### src/inc/cli_map.svh
/*
  Offsets, field widths, reset values and timing counts of the cold-load and
  inrush detector. Assumes a 100 MHz clock and a 32-bit register port.
*/
`ifndef CLI_MAP_SVH
`define CLI_MAP_SVH

`define CLI_CLK_MHZ 100
`define CLI_RISE_MS 80
`define CLI_RISE_CYC (`CLI_RISE_MS * 1000 * `CLI_CLK_MHZ)
`define CLI_CYC_PER_MS (1000 * `CLI_CLK_MHZ)
`define CLI_ADDR_W 4
`define CLI_CUR_W 16

`define CLI_REG_CTRL 4'h0
`define CLI_REG_IDLE 4'h1
`define CLI_REG_PICKUP 4'h2
`define CLI_REG_HOLD 4'h3
`define CLI_REG_F2THR 4'h4
`define CLI_REG_STATUS 4'h5
`define CLI_REG_LARGEST 4'h6
`define CLI_REG_IRQ 4'h7
`define CLI_REG_MASK 4'h8
`define CLI_REG_PRIM_IDLE 4'h9
`define CLI_REG_PRIM_PICK 4'hA
`define CLI_REG_CTSCALE 4'hB

`define CLI_RST_IDLE 16'h0080
`define CLI_RST_PICKUP 16'h0200
`define CLI_RST_HOLD 16'h03E8
`define CLI_RST_F2THR 8'h00
`define CLI_RST_CTSCALE 16'h0100
`define CLI_PU_FRAC 8

`define CLI_IRQ_CL_START 0
`define CLI_IRQ_CL_TRIP 1
`define CLI_IRQ_IN_START 2
`define CLI_IRQ_IN_TRIP 3
`define CLI_IRQ_W 4

`define CLI_PCT_FULL 32'd100
`define CLI_ST_CL_TRIP 0
`define CLI_ST_CL_START 1
`define CLI_ST_IN_TRIP 2
`define CLI_ST_IN_START 3
`define CLI_ST_PW 5

`endif

### src/inc/cli_pkg.sv
/*
  Types of the cold-load and inrush detector. Field widths come from the map header.
*/
`include "cli_map.svh"
package cli_pkg;
  typedef struct packed {
    logic [`CLI_CUR_W-1:0] fund;
    logic [`CLI_CUR_W-1:0] harm2;
  } cli_phase_s;

  typedef struct packed {
    logic start;
    logic trip;
  } cli_status_s;

  typedef enum logic [1:0] {CLI_NOT_IDLE, CLI_IDLE, CLI_WINDOW} cli_arm_e;
endpackage

### src/rtl/cli_detector.sv
/*
  Cold-load pick-up and magnetising inrush detector: three phase magnitudes in,
  detection, blocking and status out, settings over a plain register port.
  Assumes the measurement path delivers fund/harm2 per phase with a tick strobe,
  and that one full power cycle has been analysed when cycleDone pulses.
*/
// Local design decisions: the strobed register port and the register offsets.
// Overview of operation
// - Idle all phases, then pick-up within 80 ms
// - Cold-load output held for hold duration
// - Both outputs feed output and blocking matrices; code puts inrushBlock, not inrushOut, into the blocking matrix
// - Inrush needs rise plus second-harmonic ratio
// - Zero harmonic threshold makes inrush equal cold-load
// - Inrush blocking asserts at current rise
// - After first cycle keep blocking only if harmonic
// - Status start while active, trip on timeout
// - Report largest of three phase magnitudes
// - Output held for time or while above pick-up
// - Rise slower than 80 ms never detects
// - No detection without prior idle condition
// - Report idle and pick-up in primary amperes
// - Harmonic threshold held as percent ratio
// - Settings writable only with valid password
`timescale 1ns/10ps
`include "cli_map.svh"
module cli_detector (
  // Clock and reset
  input wire logic clk,
  input wire logic sys_rst,
  // Measurement path
  input wire logic tick,
  input wire logic cycleDone,
  input wire cli_pkg::cli_phase_s phaseCurrentA,
  input wire cli_pkg::cli_phase_s phaseCurrentB,
  input wire cli_pkg::cli_phase_s phaseCurrentC,
  // Parameter store
  input wire logic passwordValid,
  // Register port
  input wire logic [`CLI_ADDR_W-1:0] regAddr,
  input wire logic [31:0] regWdata,
  input wire logic regWr,
  input wire logic regRd,
  output logic [31:0] regRdata,
  // Matrices
  output logic coldLoadOut,
  output logic inrushOut,
  output logic inrushBlock,
  output logic [1:0] outputMatrix,
  output logic [1:0] blockingMatrix,
  output logic irq
);

  logic [`CLI_CUR_W-1:0] idleLimit;
  logic [`CLI_CUR_W-1:0] pickupLevel;
  logic [`CLI_CUR_W-1:0] holdDuration;
  logic [7:0] secondHarmonicThreshold;
  logic [`CLI_CUR_W-1:0] ctScale;
  logic enable;
  logic [`CLI_CUR_W-1:0] largestPhaseCurrent;
  logic [`CLI_IRQ_W-1:0] irqStatus;
  logic [`CLI_IRQ_W-1:0] irqMask;
  cli_pkg::cli_arm_e armState;
  logic [31:0] windowCnt;
  logic [31:0] msCnt;
  logic [`CLI_CUR_W-1:0] holdMs;
  logic clActive;
  logic inActive;
  logic harmSeen;
  logic cycleSeen;
  cli_pkg::cli_status_s coldLoadState;
  cli_pkg::cli_status_s inrushState;
  logic [2:0] allIdle;
  logic [2:0] abovePick;
  logic [2:0] harmHigh;
  logic [`CLI_CUR_W-1:0] fundArr [3];
  logic [`CLI_CUR_W-1:0] harmArr [3];
  logic riseDetect;
  logic anyHarm;
  logic anyAbove;
  logic clEnd;
  logic [`CLI_IRQ_W-1:0] irqEvent;
  logic [31:0] next_regRdata;
  logic [31:0] primIdle;
  logic [31:0] primPick;
  logic [31:0] statusWord;
  logic zeroThreshold;

  assign fundArr[0] = phaseCurrentA.fund;
  assign fundArr[1] = phaseCurrentB.fund;
  assign fundArr[2] = phaseCurrentC.fund;
  assign harmArr[0] = phaseCurrentA.harm2;
  assign harmArr[1] = phaseCurrentB.harm2;
  assign harmArr[2] = phaseCurrentC.harm2;

  // Per-phase comparisons; ratio test avoids a divider: 100*h2 > thr*f1
  genvar gi;
  generate
    for (gi = 0; gi < 3; gi++) begin : gPhase
      assign allIdle[gi] = fundArr[gi] < idleLimit;
      assign abovePick[gi] = fundArr[gi] > pickupLevel;
      assign harmHigh[gi] = (32'(harmArr[gi]) * `CLI_PCT_FULL) > (32'(fundArr[gi]) * 32'(secondHarmonicThreshold));
    end
  endgenerate

  assign anyAbove = |abovePick;
  assign zeroThreshold = (secondHarmonicThreshold == 8'h00);
  assign anyHarm = zeroThreshold || (|harmHigh);
  assign riseDetect = enable && tick && anyAbove && (armState != cli_pkg::CLI_NOT_IDLE)
    && !(&allIdle);

  // Refreshed on ticks only, so it shows the last evaluated set
  // Largest phase magnitude
  always_ff @(posedge clk) begin
    if (sys_rst) begin
      largestPhaseCurrent <= 16'h0000;
    end else if (tick) begin
      largestPhaseCurrent <= (fundArr[0] > fundArr[1]) ?
        ((fundArr[0] > fundArr[2]) ? fundArr[0] : fundArr[2]) :
        ((fundArr[1] > fundArr[2]) ? fundArr[1] : fundArr[2]);
    end
  end

  // Idle is tracked while disabled, so enabling arms at once
  // Window arming
  always_ff @(posedge clk) begin
    if (sys_rst) begin
      armState <= cli_pkg::CLI_NOT_IDLE;
      windowCnt <= 32'h0000_0000;
    end else begin
      // Saturates so a long linger never wraps back into the window
      if (armState == cli_pkg::CLI_WINDOW && windowCnt < `CLI_RISE_CYC) begin
        windowCnt <= windowCnt + 32'h0000_0001;
      end
      if (tick) begin
        unique case (armState)
          cli_pkg::CLI_NOT_IDLE: begin
            if (&allIdle) begin
              armState <= cli_pkg::CLI_IDLE;
            end
          end
          cli_pkg::CLI_IDLE: begin
            if (!(&allIdle)) begin
              armState <= anyAbove ? cli_pkg::CLI_NOT_IDLE : cli_pkg::CLI_WINDOW;
              windowCnt <= 32'h0000_0000;
            end
          end
          cli_pkg::CLI_WINDOW: begin
            if (&allIdle) begin
              armState <= cli_pkg::CLI_IDLE;
            end else if (anyAbove || windowCnt >= `CLI_RISE_CYC) begin
              armState <= cli_pkg::CLI_NOT_IDLE;
            end
          end
        endcase
      end
    end
  end

  // Rise counts if window still open; a rise straight from idle counts too
  logic riseOk;
  assign riseOk = riseDetect && (armState == cli_pkg::CLI_IDLE || windowCnt < `CLI_RISE_CYC);

  // Millisecond prescaler for the hold timer
  // Saturating hold count keeps a huge hold from wrapping
  always_ff @(posedge clk) begin
    if (sys_rst || !clActive) begin
      msCnt <= 32'h0000_0000;
      holdMs <= 16'h0000;
    end else if (msCnt == `CLI_CYC_PER_MS - 1) begin
      msCnt <= 32'h0000_0000;
      if (holdMs != 16'hFFFF) begin
        holdMs <= holdMs + 16'h0001;
      end
    end else begin
      msCnt <= msCnt + 32'h0000_0001;
    end
  end

  // Inputs hold between ticks, so the end may fall between ticks
  // Ends after time and below pick-up
  assign clEnd = clActive && (holdMs >= holdDuration) && !anyAbove;

  always_ff @(posedge clk) begin
    if (sys_rst) begin
      clActive <= 1'b0;
      coldLoadState <= '0;
    end else begin
      if (riseOk) begin
        clActive <= 1'b1;
        coldLoadState <= '{start: 1'b1, trip: 1'b0};
      end else if (clEnd) begin
        clActive <= 1'b0;
        coldLoadState <= '{start: 1'b0, trip: 1'b1};
      end
    end
  end

  // Block at rise, decide after first cycle
  always_ff @(posedge clk) begin
    if (sys_rst) begin
      cycleSeen <= 1'b0;
      harmSeen <= 1'b0;
      inActive <= 1'b0;
      inrushState <= '0;
    end else begin
      if (riseOk) begin
        cycleSeen <= 1'b0;
        harmSeen <= 1'b0;
        inActive <= 1'b1;
        inrushState <= '{start: 1'b1, trip: 1'b0};
      end else if (inActive && cycleDone && !cycleSeen) begin
        // Only the first cycle result counts; later ones are ignored
        cycleSeen <= 1'b1;
        harmSeen <= anyHarm;
        if (!anyHarm) begin
          inActive <= 1'b0;
          inrushState <= '0;
        end
      end else if (clEnd && inActive) begin
        inActive <= 1'b0;
        inrushState <= '{start: 1'b0, trip: 1'b1};
      end
    end
  end

  always_ff @(posedge clk) begin
    if (sys_rst) begin
      coldLoadOut <= 1'b0;
      inrushOut <= 1'b0;
      inrushBlock <= 1'b0;
    end else begin
      coldLoadOut <= clActive;
      // Zero threshold follows cold-load at once
      inrushOut <= inActive && (zeroThreshold || (cycleSeen && harmSeen));
      inrushBlock <= inActive;
    end
  end

  assign outputMatrix = {inrushOut, coldLoadOut};
  assign blockingMatrix = {inrushBlock, coldLoadOut};

  always_ff @(posedge clk) begin
    if (sys_rst) begin
      enable <= 1'b0;
      idleLimit <= `CLI_RST_IDLE;
      pickupLevel <= `CLI_RST_PICKUP;
      holdDuration <= `CLI_RST_HOLD;
      secondHarmonicThreshold <= `CLI_RST_F2THR;
      ctScale <= `CLI_RST_CTSCALE;
    end else if (regWr && passwordValid) begin
      unique case (regAddr)
        `CLI_REG_CTRL: enable <= regWdata[0];
        `CLI_REG_IDLE: idleLimit <= regWdata[`CLI_CUR_W-1:0];
        `CLI_REG_PICKUP: pickupLevel <= regWdata[`CLI_CUR_W-1:0];
        `CLI_REG_HOLD: holdDuration <= regWdata[`CLI_CUR_W-1:0];
        `CLI_REG_F2THR: secondHarmonicThreshold <= regWdata[7:0];
        `CLI_REG_CTSCALE: ctScale <= regWdata[`CLI_CUR_W-1:0];
        default: ;
      endcase
    end
  end

  // Interrupt mask and clear are not settings, so need no password
  // Sticky interrupt events; set wins over write-one-to-clear
  assign irqEvent[`CLI_IRQ_CL_START] = riseOk;
  assign irqEvent[`CLI_IRQ_CL_TRIP] = clEnd;
  assign irqEvent[`CLI_IRQ_IN_START] = riseOk;
  assign irqEvent[`CLI_IRQ_IN_TRIP] = clEnd && inActive;
  always_ff @(posedge clk) begin
    if (sys_rst) begin
      irqStatus <= '0;
      irqMask <= '0;
    end else begin
      if (regWr && regAddr == `CLI_REG_MASK) begin
        irqMask <= regWdata[`CLI_IRQ_W-1:0];
      end
      if (regWr && regAddr == `CLI_REG_IRQ) begin
        irqStatus <= (irqStatus & ~regWdata[`CLI_IRQ_W-1:0]) | irqEvent;
      end else begin
        irqStatus <= irqStatus | irqEvent;
      end
    end
  end
  assign irq = |(irqStatus & irqMask);

  // 16-bit settings times 16-bit scale stay inside 32 bits
  // Primary ampere scaling
  assign primIdle = (32'(idleLimit) * 32'(ctScale)) >> `CLI_PU_FRAC;
  assign primPick = (32'(pickupLevel) * 32'(ctScale)) >> `CLI_PU_FRAC;

  // Status word: password, inrush start/trip, cold-load start/trip
  always_comb begin
    statusWord = 32'h0000_0000;
    statusWord[`CLI_ST_PW] = passwordValid;
    statusWord[`CLI_ST_IN_START] = inrushState.start;
    statusWord[`CLI_ST_IN_TRIP] = inrushState.trip;
    statusWord[`CLI_ST_CL_START] = coldLoadState.start;
    statusWord[`CLI_ST_CL_TRIP] = coldLoadState.trip;
  end

  always_comb begin
    next_regRdata = 32'h0000_0000;
    unique case (regAddr)
      `CLI_REG_CTRL: next_regRdata = {31'h0, enable};
      `CLI_REG_IDLE: next_regRdata = {16'h0, idleLimit};
      `CLI_REG_PICKUP: next_regRdata = {16'h0, pickupLevel};
      `CLI_REG_HOLD: next_regRdata = {16'h0, holdDuration};
      `CLI_REG_F2THR: next_regRdata = {24'h0, secondHarmonicThreshold};
      `CLI_REG_STATUS: next_regRdata = statusWord;
      `CLI_REG_LARGEST: next_regRdata = {16'h0, largestPhaseCurrent};
      `CLI_REG_IRQ: next_regRdata = {28'h0, irqStatus};
      `CLI_REG_MASK: next_regRdata = {28'h0, irqMask};
      `CLI_REG_PRIM_IDLE: next_regRdata = primIdle;
      `CLI_REG_PRIM_PICK: next_regRdata = primPick;
      `CLI_REG_CTSCALE: next_regRdata = {16'h0, ctScale};
      default: next_regRdata = 32'h0000_0000;
    endcase
  end

  // Zero outside the read slot keeps a shared read bus quiet
  always_ff @(posedge clk) begin
    if (sys_rst) begin
      regRdata <= 32'h0000_0000;
    end else begin
      regRdata <= regRd ? next_regRdata : 32'h0000_0000;
    end
  end

endmodule // cli_detector

### config.mk
export PLATFORM = sky130hd
export DESIGN_NAME = cli_detector
export DESIGN_NICKNAME = d
export VERILOG_FILES = /design/src/inc/cli_pkg.sv /design/src/rtl/cli_detector.sv
export VERILOG_INCLUDE_DIRS = /design/src /design/src/inc
export SDC_FILE = /design/constraint.sdc
export NUM_CORES = 2
export LEC_CHECK = 0
export BUFFER_PORTS_ARGS = -buffer_cell sky130_fd_sc_hd__buf_2
export CAP_MARGIN = 30
export CORE_MARGIN = 2
export CORE_UTILIZATION = 55
export DETAILED_ROUTE_END_ITERATION = 8
export GPL_ROUTABILITY_DRIVEN = 0
export HOLD_SLACK_MARGIN = 0.02
export PLACE_DENSITY_LB_ADDON = 0.15
export SLEW_MARGIN = 20
export SYNTH_ARGS = -nofsm -noshare
export SYNTH_HDL_FRONTEND = slang
export SYNTH_SLANG_ARGS = --single-unit
### constraint.sdc
create_clock -name clk -period 8 [get_ports clk]
set_input_delay 0.4 -clock clk [delete_from_list [all_inputs] [get_ports clk]]
set_output_delay 0.4 -clock clk [all_outputs]
set_load 0.01 [all_outputs]
==> out/qor.yml <==
route:
  drt_pass1_iterations: 8
  wl_mm: 128
  drc: 0
  dr_total_vias: 38500
  detailed_route_wire_length_per_cell_um: 18.7
  antenna_violating_nets_post_route: 0
  detailed_route_iter0_violations: 2954
  avgViaCountPerCell: 5.60
setup_path:
  critPathLaunch: "secondHarmonicThreshold[2]$_SDFFE_PP0P_"
  critPathTopFamily: "adder cells"
  critical_path.most_common_cell: "sky130_fd_sc_hd__fa_1"
  crit-reg2reg-launch: "secondHarmonicThreshold[2]$_SDFFE_PP0P_"
  critical_path_peak_fanout: 19
  critical_path.n_buffers_inverters: 4
  worst_setup_path_end_kind: "flop"
  cell_type_of_the_slowest_stage_on_the_worst_timing_path: "sky130_fd_sc_hd__dfxtp_1"
  slowest_delay_ns: 1.01
  worst-endpoint-required_ns: 8.49
  crit_path_start_kind: "flop"
  path_class: "reg2reg"
  cp.arrival_ns: 7.88
yosys:
  synth_simple_gate_area_share_pct: 18.7
  synth_edf_count: 0
  synthesized_area_per_cell_um2: 8.34
  async_reset_ff_share_pct: 0
  synth_xor_xnor_area_share_pct: 3.43
  postSynth.topFlopCell: "sky130_fd_sc_hd__dfxtp_1"
  post_synth_inst_count: 5662
  synthAdderAreaFrac_pct: 47.5
  synth_compound_gate_area_share_pct: 9.99
  yosys_warnings: 0
  main_combinational_cell_family_by_area_after_synthesis: "adder cells"
  yosysSeqAreaShare_pct: 8.99
  synth_area_um2: 47200
  post_synth_mux_area_share_pct: 0.469
  synth_seq_cells: 212
  yosysUniqueCellTypes: 81
final_layout:
  final_net_count: 7231
  post_route_cells_drive_above_1_share_pct: 6.19
  final_common_cell: "sky130_fd_sc_hd__inv_1"
  layout.cells.most_common_list: "1109 x sky130_fd_sc_hd__inv_1, 718 x sky130_fd_sc_hd__ha_1, 699 x sky130_fd_sc_hd__nand2_1, 671 x sky130_fd_sc_hd__fa_1, 448 x sky130_fd_sc_hd__and2_1"
  layout.cells.non_filler: 6880
  final_util_pct: 59.1
  syn2layout_area_growth_pct: 6.46
placed_design:
  place_inst: 6818
  post-dp-hpwl_mm: 103
  portBuffers: 154
cts:
  clock_sink_total: 212
  cts-resized-gates: 0
  cts_buffers: 26
  cts_buffer_depth: 3
  tritoncts_clock_tree: "built"
  clock_tree.htree_level_count: 1
  postCtsSetupRepairBufs: 0
  cts_root_buffer: "sky130_fd_sc_hd__clkbuf_16"
  cts-hold-fix-buffers: 0
  clock_pin_slew_worst_setup_and_hold_paths_ns: 0.08
  clk_latency_ns: 0.60
timing:
  skew_ns: 0.0255
  slew_margin_rel_pct: 29.8
  final_period_minus_worst_setup_slack_ns: 7.40
  post-route-period-util_pct: 92.5
  tightest_slew_ns: 1.05
  final-hold-violation-count: 0
  timing.final.max_slew_violations: 0
  setup_repair_after_global_routing_missed_its_margin: "false"
  fmaxAchievable_mhz: 135
  timing.final.setup_violations: 0
  fin_tns_setup_ns: 0
pwr:
  pwr_dens_nw_per_um2: 76.9
  vdd_drop_max_mv: 0.131
  p_leak_nw: 25.2
die:
  std_cell_rows: 107
  coreArea_um2: 85100
  dieArea_um2: 88200
  fp.dieW_um: 297
  initial_utilization_pct: 55.5
  ios: 179
  die_h_um: 297
global_routing:
  total_gr_overflow: 0
  antenna_found_initial: 38
  grt_start_max_net_pins: 80
  first_global_vias: 39000
  groute.usage.overall_pct: 29.6
  wire_length_of_the_first_global_routing_pass_mm: 211
min_path:
  min_path_type: "in2reg"
  hp-start: "regWdata[15]"
job:
  max_cap_viol_count: 0
run_status:
  run_status: "finished clean"
## tightest hold or removal path, stage by stage
cell	delay (ns)
sky130_fd_sc_hd__buf_2	0.14
sky130_fd_sc_hd__nand2_1	0.06
sky130_fd_sc_hd__a21oi_1	0.05
## power breakdown
| part | switching, mW | internal (mW) |
|---|---|---|
| combinational | 0.845 | 0.645 |
| sequential | 0.0245 | 1.07 |
| clock | 0.555 | 0.727 |
| total | 1.42 | 2.44 |
## Yosys cell counts, types with 22 or more instances
library cell | count | area, um2
sky130_fd_sc_hd__inv_1 | 1109 | 4160
sky130_fd_sc_hd__ha_1 | 718 | 8980
sky130_fd_sc_hd__nand2_1 | 699 | 2620
sky130_fd_sc_hd__fa_1 | 671 | 13400
sky130_fd_sc_hd__and2_1 | 448 | 2800
sky130_fd_sc_hd__clkbuf_1 | 226 | 848
sky130_fd_sc_hd__nor2_1 | 213 | 800
sky130_fd_sc_hd__dfxtp_1 | 212 | 4240
sky130_fd_sc_hd__a21oi_1 | 210 | 1050
sky130_fd_sc_hd__nand3_1 | 123 | 616
sky130_fd_sc_hd__xnor2_1 | 98 | 858
sky130_fd_sc_hd__a21o_1 | 89 | 668
sky130_fd_sc_hd__xor2_1 | 87 | 762
sky130_fd_sc_hd__o21ai_0 | 86 | 430
sky130_fd_sc_hd__nor3_1 | 61 | 305
sky130_fd_sc_hd__nand4_1 | 58 | 363
sky130_fd_sc_hd__or3_1 | 38 | 238
sky130_fd_sc_hd__and3_1 | 32 | 200
sky130_fd_sc_hd__nor2b_1 | 32 | 200
sky130_fd_sc_hd__a22oi_1 | 29 | 218
sky130_fd_sc_hd__o211ai_1 | 26 | 195
sky130_fd_sc_hd__a211oi_1 | 25 | 188
sky130_fd_sc_hd__o21a_1 | 25 | 188
sky130_fd_sc_hd__a31oi_1 | 22 | 138
## final cells by class
type | instances | area, um2
repair buffers | 257 | 1630
clock buffers | 32 | 693
fillers | 7796 | 34900
well taps | 1144 | 1430
multi-input cells | 4097 | 37900
flip-flops and latches | 212 | 4250
diodes | 14 | 35.0
inverters | 1109 | 4160
clock inverters | 15 | 211
## cell families after synthesis
kind of cell | Yosys count
adder cells (fa/ha/maj) | 1389
XOR/XNOR | 185
other | 1
flip-flops | 212
multiplexers | 22
AO/OA/AOI/OAI | 696
buffers and inverters | 1360
AND/OR/NAND/NOR | 1797
## routing by layer
metal	vias to the layer above	track usage, %	wire length (um)
met5	-	0	253
met2	1350	46.8	56600
met3	300	5.02	11100
met4	42	8.99	4370
li1	18100	-	-
met1	18700	41.5	56200
## sequential cells by signal (all words and copies together) (netlist names), 2 cells and up
| signal | cells |
|---|---|
| holdDuration | 16 |
| armState | 2 |
| pickupLevel | 16 |
| largestPhaseCurrent | 16 |
| irqMask | 4 |
| ctScale | 16 |
| irqStatus | 4 |
| idleLimit | 16 |
| secondHarmonicThreshold | 8 |
| holdMs | 16 |
| msCnt | 32 |
| regRdata | 24 |
| windowCnt | 32 |
## worst paths after layout
kind                                     end  slack [ns]  cells past startpoint
setup / recovery       inActive$_SDFFE_PP0P_        0.60                     26
hold / removal    idleLimit[15]$_SDFFE_PP0P_         0.1                      3
setup reg to reg       inActive$_SDFFE_PP0P_        0.60                     26
hold reg to reg     windowCnt[28]$_SDFF_PP0_        0.43                      2
## stage by stage
stage	instance area [um2]	worst slack, ns	power, mW	hold slack (ns)
after floorplan	47300	1.55	2.20	0.408
after global placement	49300	0.708	2.56	0.415
after detailed placement	49300	0.690	2.59	0.418
after CTS	50200	0.664	3.88	0.0816
after global routing	50300	0.212	4.14	0.104
final	50300	0.603	3.87	0.0987
Note: power is estimated with default switching activity, not from simulation.
